--- config.mk ---
export PLATFORM = sky130hd
export DESIGN_NAME = ring_interface_unit
export DESIGN_NICKNAME = d
export VERILOG_FILES = /design/src/ring_pkg.sv /design/src/ring_interface_unit.sv /design/src/ring_access_buffer.sv
export SDC_FILE = /design/constraint.sdc
export NUM_CORES = 1
export LEC_CHECK = 0
export ABC_AREA = 1
export ABC_CLOCK_PERIOD_IN_PS = 2520
export BUFFER_PORTS_ARGS = -buffer_cell sky130_fd_sc_hd__buf_4
export CORE_ASPECT_RATIO = 1.25
export CORE_MARGIN = 2
export CORE_UTILIZATION = 35
export DETAILED_ROUTE_END_ITERATION = 16
export GPL_TIMING_DRIVEN = 0
export PLACE_DENSITY = 0.67
export RECOVER_POWER = 100
export SYNTH_ARGS = -nofsm -noshare
export SYNTH_HDL_FRONTEND = slang
export SYNTH_SLANG_ARGS = --single-unit
--- constraint.sdc ---
create_clock -name sys_clk -period 2.52 [get_ports sys_clk]
set_clock_uncertainty 0.1 [all_clocks]
set_input_delay 0.252 -clock sys_clk [delete_from_list [all_inputs] [get_ports sys_clk]]
set_output_delay 0.252 -clock sys_clk [all_outputs]
set_load 0.05 [all_outputs]
--- src/ring_pkg.sv ---
// Shared types and constants for the dual ring node access block
package ring_pkg;

  localparam int unsigned ADDR_W        = 8;
  localparam int unsigned DATA_W        = 32;
  localparam int unsigned CHAN_W        = 4;
  // Largest message in words, shared by every node on the ring
  localparam int unsigned MAX_MSG_WORDS = 16;
  localparam int unsigned LEN_W         = 16;
  // Token absence timeout
  localparam int unsigned TOKEN_TIMEOUT_US = 100;
  localparam int unsigned CLK_MHZ          = 200;
  localparam int unsigned TOKEN_TIMEOUT_CYC = TOKEN_TIMEOUT_US * CLK_MHZ;

  localparam logic [1:0] KIND_DATA  = 2'h0;
  localparam logic [1:0] KIND_TOKEN = 2'h1;
  localparam logic [1:0] KIND_MAINT = 2'h2;

  // One ring word with its framing
  typedef struct packed {
    logic [1:0]        kind;
    logic              sop;
    logic              eop;
    logic [ADDR_W-1:0] dest;
    logic [CHAN_W-1:0] chan;
    logic [DATA_W-1:0] data;
  } ring_word_t;

  typedef enum logic [1:0] {
    TX_IDLE,
    TX_SEND,
    TX_DONE
  } tx_state_t;

endpackage

--- src/ring_interface_unit.sv ---
// Dual ring node access: two access buffers, loopback selectors, DMA steering
`timescale 1ns/100ps
module ring_interface_unit #(
  parameter int unsigned TOKEN_TIMEOUT = ring_pkg::TOKEN_TIMEOUT_CYC
) (
  // Clock and reset
  input  wire logic                          sys_clk,
  input  wire logic                          rst_n,
  // Node identity and mode
  input  wire logic [ring_pkg::ADDR_W-1:0]   node_addr,
  input  wire logic                          active_ring,
  input  wire logic                          quarantined,
  input  wire logic                          isolated,
  input  wire logic                          loopback_en,
  input  wire logic                          token_track_en,
  // Ring inputs from each ring's upstream neighbour
  input  wire logic [1:0]                    rx_req,
  input  wire ring_pkg::ring_word_t [1:0]    rx_word,
  output      logic [1:0]                    rx_ack,
  // Ring outputs to each ring's downstream neighbour
  output      logic [1:0]                    tx_req,
  output      ring_pkg::ring_word_t [1:0]    tx_word,
  input  wire logic [1:0]                    tx_ack,
  // Upstream token seen and hold request toward upstream node
  input  wire logic [1:0]                    up_token_seen,
  output      logic [1:0]                    up_token_hold,
  // Receive DMA toward node processor memory
  output      logic                          rxd_valid,
  output      ring_pkg::ring_word_t          rxd_word,
  output      logic                          rxd_ring,
  input  wire logic                          rxd_ready,
  output      logic                          rxd_batch_done,
  // Transmit DMA from node processor memory
  input  wire logic                          txd_valid,
  input  wire ring_pkg::ring_word_t          txd_word,
  input  wire logic [ring_pkg::LEN_W-1:0]    txd_pending,
  output      logic                          txd_ready,
  output      logic                          txd_done,
  // Token supervision
  output      logic                          lost_token,
  input  wire logic                          lost_token_clr,
  output      logic [1:0]                    token_tracking_flag
);

  // ------------------------------------------------------------
  // Helpers
  // ------------------------------------------------------------
  function automatic logic is_kind(input ring_pkg::ring_word_t w, input logic [1:0] k);
    return w.kind == k;
  endfunction

  // Ring 0 neighbour order ascends, ring 1 descends
  function automatic logic [ring_pkg::ADDR_W-1:0] next_addr(input logic ring,
                                                         input logic [ring_pkg::ADDR_W-1:0] a);
    return ring ? a - 1'b1 : a + 1'b1;
  endfunction

  // ------------------------------------------------------------
  // Access buffers and loopback selectors
  // ------------------------------------------------------------
  logic [1:0]                 buf_full;
  logic [1:0]                 buf_out_req;
  ring_pkg::ring_word_t [1:0] buf_word;
  logic [1:0]                 buf_out_ack;
  logic [1:0]                 fwd_req;
  logic [1:0]                 take_local;
  logic [1:0]                 sel_req;
  ring_pkg::ring_word_t [1:0] sel_word;
  logic [1:0]                 ins_req;
  logic [1:0]                 own_msg;
  logic [1:0]                 in_own_r;
  logic [1:0]                 in_own_nxt;
  logic                       tx_ring;
  logic                       rxd_sel;

  assign tx_ring = active_ring;

  genvar g;
  generate
    for (g = 0; g < 2; g++) begin : g_ring
      ring_access_buffer u_buf (
        .sys_clk  (sys_clk),
        .rst_n    (rst_n),
        .in_req   (rx_req[g]),
        .in_word  (rx_word[g]),
        .in_ack   (rx_ack[g]),
        .hold     (1'b0),
        .out_req  (buf_out_req[g]),
        .out_word (buf_word[g]),
        .out_ack  (buf_out_ack[g]),
        .full     (buf_full[g])
      );

      // Addressed to this node: any non-token word with matching dest or its continuation, on either ring, not quarantined
      assign own_msg[g] = buf_out_req[g] && !is_kind(buf_word[g], ring_pkg::KIND_TOKEN)
                        && (buf_word[g].sop ? buf_word[g].dest == node_addr : in_own_r[g]);
      assign take_local[g] = own_msg[g] && !quarantined;
      assign fwd_req[g]    = buf_out_req[g] && !take_local[g];

      // Insertion enters the active ring's selector only; loopback sends it out on the other ring
      assign ins_req[g] = (tx_ring == 1'(g)) && txd_valid && txd_ready;
    end
  endgenerate

  always_comb begin
    in_own_nxt = in_own_r;
    for (int i = 0; i < 2; i++) begin
      if (buf_out_req[i] && buf_out_ack[i]) begin
        in_own_nxt[i] = own_msg[i] && !buf_word[i].eop;
      end
    end
  end

  // Selectors: loopback feeds each ring's traffic back into the other
  always_comb begin
    for (int i = 0; i < 2; i++) begin
      sel_req[i]  = fwd_req[i];
      sel_word[i] = buf_word[i];
      if (ins_req[i] && !fwd_req[i]) begin
        sel_req[i]  = 1'b1;
        sel_word[i] = txd_word;
      end
    end
    if (loopback_en) begin
      sel_req  = {sel_req[0], sel_req[1]};
      sel_word = {sel_word[0], sel_word[1]};
    end
  end

  assign tx_req  = sel_req;
  assign tx_word = sel_word;

  // Buffer acks route back through the selector to the buffer that drove that output; insertion uses tx_ack of the active ring without the swap
  logic [1:0] out_ack_eff;
  assign out_ack_eff = loopback_en ? {tx_ack[0], tx_ack[1]} : tx_ack;
  always_comb begin
    for (int i = 0; i < 2; i++) begin
      buf_out_ack[i] = take_local[i] ? (rxd_ready && rxd_sel == i[0]) : out_ack_eff[i];
    end
  end

  // ------------------------------------------------------------
  // Receive DMA steering
  // ------------------------------------------------------------
  logic rx_busy_r;
  logic rx_busy_nxt;
  ring_pkg::ring_word_t rxd_word_r;
  logic rxd_ring_r;
  logic rxd_valid_r;
  logic rxd_batch_r;
  ring_pkg::ring_word_t rxd_word_nxt;
  logic rxd_ring_nxt;
  logic rxd_valid_nxt;
  logic rxd_batch_nxt;

  assign rxd_sel = take_local[0] ? 1'b0 : 1'b1;

  always_comb begin
    rxd_word_nxt  = rxd_word_r;
    rxd_ring_nxt  = rxd_ring_r;
    rxd_valid_nxt = 1'b0;
    rxd_batch_nxt = 1'b0;
    rx_busy_nxt   = rx_busy_r;
    if ((take_local[0] || take_local[1]) && rxd_ready) begin
      rxd_valid_nxt = 1'b1;
      rxd_word_nxt  = buf_word[rxd_sel];
      rxd_ring_nxt  = rxd_sel;
      rx_busy_nxt   = 1'b1;
    end else if (rx_busy_r && !(buf_full[0] || buf_full[1])) begin
      // Back-to-back run ended: hand the batch to distribution
      rxd_batch_nxt = 1'b1;
      rx_busy_nxt   = 1'b0;
    end
  end

  always_ff @(posedge sys_clk) begin
    if (!rst_n) begin
      rxd_word_r  <= '0;
      rxd_ring_r  <= 1'b0;
      rxd_valid_r <= 1'b0;
      rxd_batch_r <= 1'b0;
      rx_busy_r   <= 1'b0;
      in_own_r    <= 2'b00;
    end else begin
      rxd_word_r  <= rxd_word_nxt;
      rxd_ring_r  <= rxd_ring_nxt;
      rxd_valid_r <= rxd_valid_nxt;
      rxd_batch_r <= rxd_batch_nxt;
      rx_busy_r   <= rx_busy_nxt;
      in_own_r    <= in_own_nxt;
    end
  end

  assign rxd_valid      = rxd_valid_r;
  assign rxd_word       = rxd_word_r;
  assign rxd_ring       = rxd_ring_r;
  assign rxd_batch_done = rxd_batch_r;

  // ------------------------------------------------------------
  // Transmit: wait for upstream token, hold, insert, release
  // ------------------------------------------------------------
  ring_pkg::tx_state_t tx_st_r;
  ring_pkg::tx_state_t tx_st_nxt;
  logic [ring_pkg::LEN_W-1:0] blk_cnt_r;
  logic [ring_pkg::LEN_W-1:0] blk_cnt_nxt;
  logic txd_done_r;
  logic txd_done_nxt;
  logic may_send;
  logic user_ok;

  // Isolated nodes send maintenance words only
  assign user_ok  = !isolated;
  assign may_send = !quarantined && txd_pending != '0
                 && (user_ok || is_kind(txd_word, ring_pkg::KIND_MAINT));

  always_comb begin
    tx_st_nxt    = tx_st_r;
    blk_cnt_nxt  = blk_cnt_r;
    txd_done_nxt = 1'b0;
    case (tx_st_r)
      ring_pkg::TX_IDLE: begin
        if (up_token_seen[tx_ring] && may_send) begin
          tx_st_nxt   = ring_pkg::TX_SEND;
          blk_cnt_nxt = '0;
        end
      end
      ring_pkg::TX_SEND: begin
        if (txd_valid && txd_ready && tx_ack[tx_ring]) begin
          blk_cnt_nxt = blk_cnt_r + 1'b1;
          // Block ends at maximum size or when the queue empties
          if (blk_cnt_r == ring_pkg::LEN_W'(ring_pkg::MAX_MSG_WORDS - 1)
              || (txd_word.eop && txd_pending == ring_pkg::LEN_W'(1))) begin
            tx_st_nxt    = ring_pkg::TX_DONE;
            txd_done_nxt = 1'b1;
          end
        end
      end
      ring_pkg::TX_DONE: begin
        tx_st_nxt = ring_pkg::TX_IDLE;
      end
      default: tx_st_nxt = ring_pkg::TX_IDLE;
    endcase
  end

  always_ff @(posedge sys_clk) begin
    if (!rst_n) begin
      tx_st_r    <= ring_pkg::TX_IDLE;
      blk_cnt_r  <= '0;
      txd_done_r <= 1'b0;
    end else begin
      tx_st_r    <= tx_st_nxt;
      blk_cnt_r  <= blk_cnt_nxt;
      txd_done_r <= txd_done_nxt;
    end
  end

  // Token stays held upstream through insertion and done signalling
  always_comb begin
    up_token_hold = 2'b00;
    if (tx_st_r != ring_pkg::TX_IDLE) begin
      up_token_hold[tx_ring] = 1'b1;
    end
  end
  assign txd_ready = (tx_st_r == ring_pkg::TX_SEND) && !fwd_req[tx_ring]
                   && (user_ok || is_kind(txd_word, ring_pkg::KIND_MAINT));
  assign txd_done  = txd_done_r;

  // ------------------------------------------------------------
  // Token supervision
  // ------------------------------------------------------------
  logic [31:0] tok_cnt_r;
  logic [31:0] tok_cnt_nxt;
  logic        lost_r;
  logic        lost_nxt;
  logic [1:0]  ttf_r;
  logic [1:0]  ttf_nxt;
  logic [1:0]  tok_pass;

  always_comb begin
    for (int i = 0; i < 2; i++) begin
      tok_pass[i] = buf_out_req[i] && buf_out_ack[i] && is_kind(buf_word[i], ring_pkg::KIND_TOKEN);
    end
    tok_cnt_nxt = tok_pass[tx_ring] ? 32'h0000_0000 : tok_cnt_r + 32'h0000_0001;
    lost_nxt    = lost_r;
    if (lost_token_clr) begin
      lost_nxt = 1'b0;
    end
    if (tok_cnt_r == TOKEN_TIMEOUT[31:0]) begin
      lost_nxt = 1'b1;
    end
    ttf_nxt = ttf_r;
    for (int i = 0; i < 2; i++) begin
      if (!token_track_en) begin
        ttf_nxt[i] = 1'b0;
      end else if (tok_pass[i]) begin
        ttf_nxt[i] = 1'b1;
      end
    end
  end

  always_ff @(posedge sys_clk) begin
    if (!rst_n) begin
      tok_cnt_r <= 32'h0000_0000;
      lost_r    <= 1'b0;
      ttf_r     <= 2'b00;
    end else begin
      tok_cnt_r <= tok_cnt_nxt;
      lost_r    <= lost_nxt;
      ttf_r     <= ttf_nxt;
    end
  end

  assign lost_token          = lost_r;
  assign token_tracking_flag = ttf_r;
endmodule

--- src/ring_access_buffer.sv ---
// One-word ring access buffer with request/acknowledge handshake both sides
`timescale 1ns/100ps
module ring_access_buffer (
  // Clock and reset
  input  wire logic              sys_clk,
  input  wire logic              rst_n,
  // Upstream side
  input  wire logic              in_req,
  input  wire ring_pkg::ring_word_t in_word,
  output      logic              in_ack,
  // Hold the word in place
  input  wire logic              hold,
  // Downstream side
  output      logic              out_req,
  output      ring_pkg::ring_word_t out_word,
  input  wire logic              out_ack,
  // Held word view
  output      logic              full
);

  logic                 full_r;
  logic                 full_nxt;
  ring_pkg::ring_word_t word_r;
  ring_pkg::ring_word_t word_nxt;

  always_comb begin
    full_nxt = full_r;
    word_nxt = word_r;
    if (full_r && out_ack && !hold) begin
      full_nxt = 1'b0;
    end
    if (in_req && in_ack) begin
      full_nxt = 1'b1;
      word_nxt = in_word;
    end
  end

  always_ff @(posedge sys_clk) begin
    if (!rst_n) begin
      full_r <= 1'b0;
      word_r <= '0;
    end else begin
      full_r <= full_nxt;
      word_r <= word_nxt;
    end
  end

  assign in_ack   = !full_r || (out_ack && !hold);
  assign out_req  = full_r && !hold;
  assign out_word = word_r;
  assign full     = full_r;

endmodule

==> out/qor.csv <==
metric,value,unit
path_class,reg2out,
synthTopCellsByArea,"dfxtp_1 (34%), nand3_1 (15%), nand2_1 (13%)",
synth_top_area_cell,dfxtp_1,
grt_max_degree,15,
tritoncts.num_buffers,24,
cts.clk_slew.worst_paths,0.07,ns
drv_slew,0,
htreeDepth,1,
p_sw,3.61,mW
finalHoldViolCount,1,
layout-drive-gt1-share,25.4,%
end_kind,output port,
worst_path_most_repeated_cell,buf_8,
antenna_found_initial,5,
multiInputGateArea,0.00703,mm^2
firstDrtPassIters,6,
swShare,34.0,%
track_usage,28.5,%
tightest_slew,0.944,ns
postLayoutCoreUtil,55.8,%
powerDensity,565,mW/mm^2
die-area,0.0358,mm^2
ir_drop,0.423,mV
yosys-top-cells-count,"nand2_1 (426), nand3_1 (370), inv_1 (220)",
core,0.0337,mm^2
start_util,35.6,%
cts_tree,yes,
placed_cells,2692,
nNetsFinal,2634,
hpwl,39300,um
drt-vias-per-instance,5.38,
clock_latency,0.52,ns
setup_viol_count_final,154,
p_leak,8.81,nW
finalWirelength,54500,um
fmax,307,MHz
grt_pass1_wl,80400,um
crit_path_top_delay_cell,dfxtp_2,
clock-sinks,206,
area_growth,56.7,%
io_pins,342,
die_w,170,um
syn_avg_cell_area,6.22,um^2
rsz0062_at_grt,true,
fin_ws,-0.741,ns
post-synth-top-count-cell,nand2_1,
path_delay_family,simple AND/OR/NAND/NOR gates,
yosysSeqAreaShare,34.4,%
timing.hold.ws,-0.00265,ns
num_rows,75,
die_h,211,um
grt_pass1_vias,14800,
cp_cell_sequence,"inv_2, a21oi_2, nand3_1, nor2_1, nand2_1, nand2_2, nand3_2, nand2_2, nor2_2, nor2_4, buf_8, nand2_8, buf_8, buf_12, buf_8, nand2_4, nand3_2, nand2_2, buf_8",
crit_arrival,2.91,ns
synth_edf_count,0,
regArea,0.00415,mm^2
synth_nets,2115,
synth_flop_cell,dfxtp_1,
drtIter0Drc,1144,
clock_path_buffers,3,
slew_headroom,37.1,%
post-route-period-util,129,%
clockPowerShare,35.3,%
max_stage_delay,0.35,ns
hold_class,in2reg,
startpoint,g_ring[1].u_buf.out_word[43],
fin_cells,2892,
antenna_left,0,
vias,15600,
critPathLaunchType,flip-flop,
final.fill_count,3189,
power_frac_comb,31.0,%
syn_inst,1928,
worst-path-max-fanout,5,
yosys.area.top_type_share,34.4,%
wl_per_cell,18.9,um
worstPathRequired,2.17,ns
crit_buf_inv,6,
gp_congestion,0.950,
r2r-start,g_ring[0].u_buf.out_word[40],
synth_seq_cells,206,
internal_power,7.02,mW
hp-start,rx_word[9],
status,finished with violations,
grt_overflow_total,0,
portBuffers,341,
violations,"negative hold slack, negative setup slack",
synth.distinct_cells,37,
cts_root_buffer,clkbuf_16,
post-place-ws,-0.635,ns
period_minus_slack,3.26,ns
syn_area,0.0120,mm^2
maxCapViolations,0,
yosys_warnings,0,
synth_async_sr_flop_share,0,%
drc_errors,0,
power_frac_seq,33.6,%
-- final timing paths --
path                                                     to  slack (ns)  cells past startpoint
worst max register to register                 tok_cnt_r[2]       -0.08                     16
worst min register to register                   lost_token        0.37                      2
worst max-delay path                             tx_word[5]       -0.74                     19
worst min-delay path            g_ring[0].u_buf.out_word[9]      -0.003                      3
-- registers in the layout, indices dropped and copies added (netlist names) --
name and cells:
lost_token 1, in_own_r 2, tx_st_r 2, rxd_ring 1
token_tracking_flag 2, g_ring.u_buf.full 2, rxd_word 48, rxd_batch_done 1
g_ring.u_buf.out_word 96, rxd_valid 1, blk_cnt_r 16, txd_done 1
tok_cnt_r 32, rx_busy_r 1
-- cell type report --
class | instances | share of cell area, %
Timing Repair Buffer | 494 | 23.6
Antenna cell | 5 | 0.0666
Inverter | 226 | 4.57
Sequential cell | 206 | 22.1
Clock inverter | 11 | 0.879
Multi-Input combinational cell | 1373 | 37.4
Buffer | 122 | 5.00
Tap cell | 423 | 2.82
Clock buffer | 32 | 3.57
-- cells by family (layout without fill, tap and decap cells) --
group	Yosys count	count (layout)	share of synthesized area, %
compound gates	231	231	9.84
xor+xnor	30	30	2.19
fa+ha+maj	3	3	0.313
buf+inv	349	885	11.7
flops	206	206	34.4
other cells	0	5	0
simple gates	1109	1109	41.5
-- per-stage QoR --
stage / power, mW / TNS, ns / instance area [um^2]
CTS: 10.4 / -60.18 / 17900
global route: 11.0 / -92.48 / 18800
detailed placement: 6.25 / -63.43 / 15100
global placement: 6.22 / -59.08 / 15100
finish: 10.6 / -67.93 / 18800
floorplan: 5.28 / 0 / 12000
-- metal layers --
metal  GRT usage, %  up-vias  wire length, um
met5              0        -               11
met4           14.1        2             3360
met3           4.27      208             4270
met2           50.0      830            26300
met1           33.8     7222            20600
li1               -     7291                -
-- layout by cell type, fill, tap and decap left out, types with 5 or more instances in the layout --
master           n
xor2_1          25
buf_1           20
buf_6           53
nand2_2         73
buf_8           60
nand3b_1        51
o21ai_0        126
diode_2          5
dfxtp_1        189
o21ai_1         29
nand4_1         19
nor2_2          11
a21oi_1         64
inv_2           17
clkbuf_4         6
clkbuf_16       37
nand2_1        345
nor3_1          11
nand3_1        331
clkbuf_1       101
nor4_1          10
nand3_4          6
nor2_1         193
buf_2            6
xnor2_1          5
inv_1          204
dlygate4sd3_1  100
dfxtp_2         16
nand3_2         36
buf_4          251
buf_12           6
nand2_4          9
-- power groups by stage --
stage,combinational [mW],sequential (mW),clock (mW)
6_report,3.30,3.57,3.75
5_1_grt,3.50,3.60,3.92
4_1_cts,3.01,3.56,3.79
3_5_place_dp,2.62,3.63,0
3_3_place_gp,2.60,3.62,0
2_1_floorplan,1.69,3.60,0
-- what timing repair did --
item | 4_1_cts | 5_1_grt
buffers inserted | 14 | 28
setup endpoints to repair | 217 | 296
hold buffers | 100 | 0
hold endpoints to repair | 103 | 0
cloned | 1 | 10
gates resized for setup | 236 | 288
pin swaps | 48 | 81
-- worst reg2reg max path, stage by stage, from the launching register on --
cell and delay, ns:
dfxtp_2 0.35, inv_2 0.05, nand2_1 0.06, nand4_1 0.12, nor2_1 0.13, nand2_1 0.11, nand2_2 0.13, nand3_4 0.08
buf_4 0.15, buf_8 0.12, inv_4 0.07, nand2_4 0.07, a21oi_1 0.32, nand3_1 0.14, o211ai_2 0.15, buf_2 0.27
nor2_1 0.07
Power figures use the tool's default switching activity.
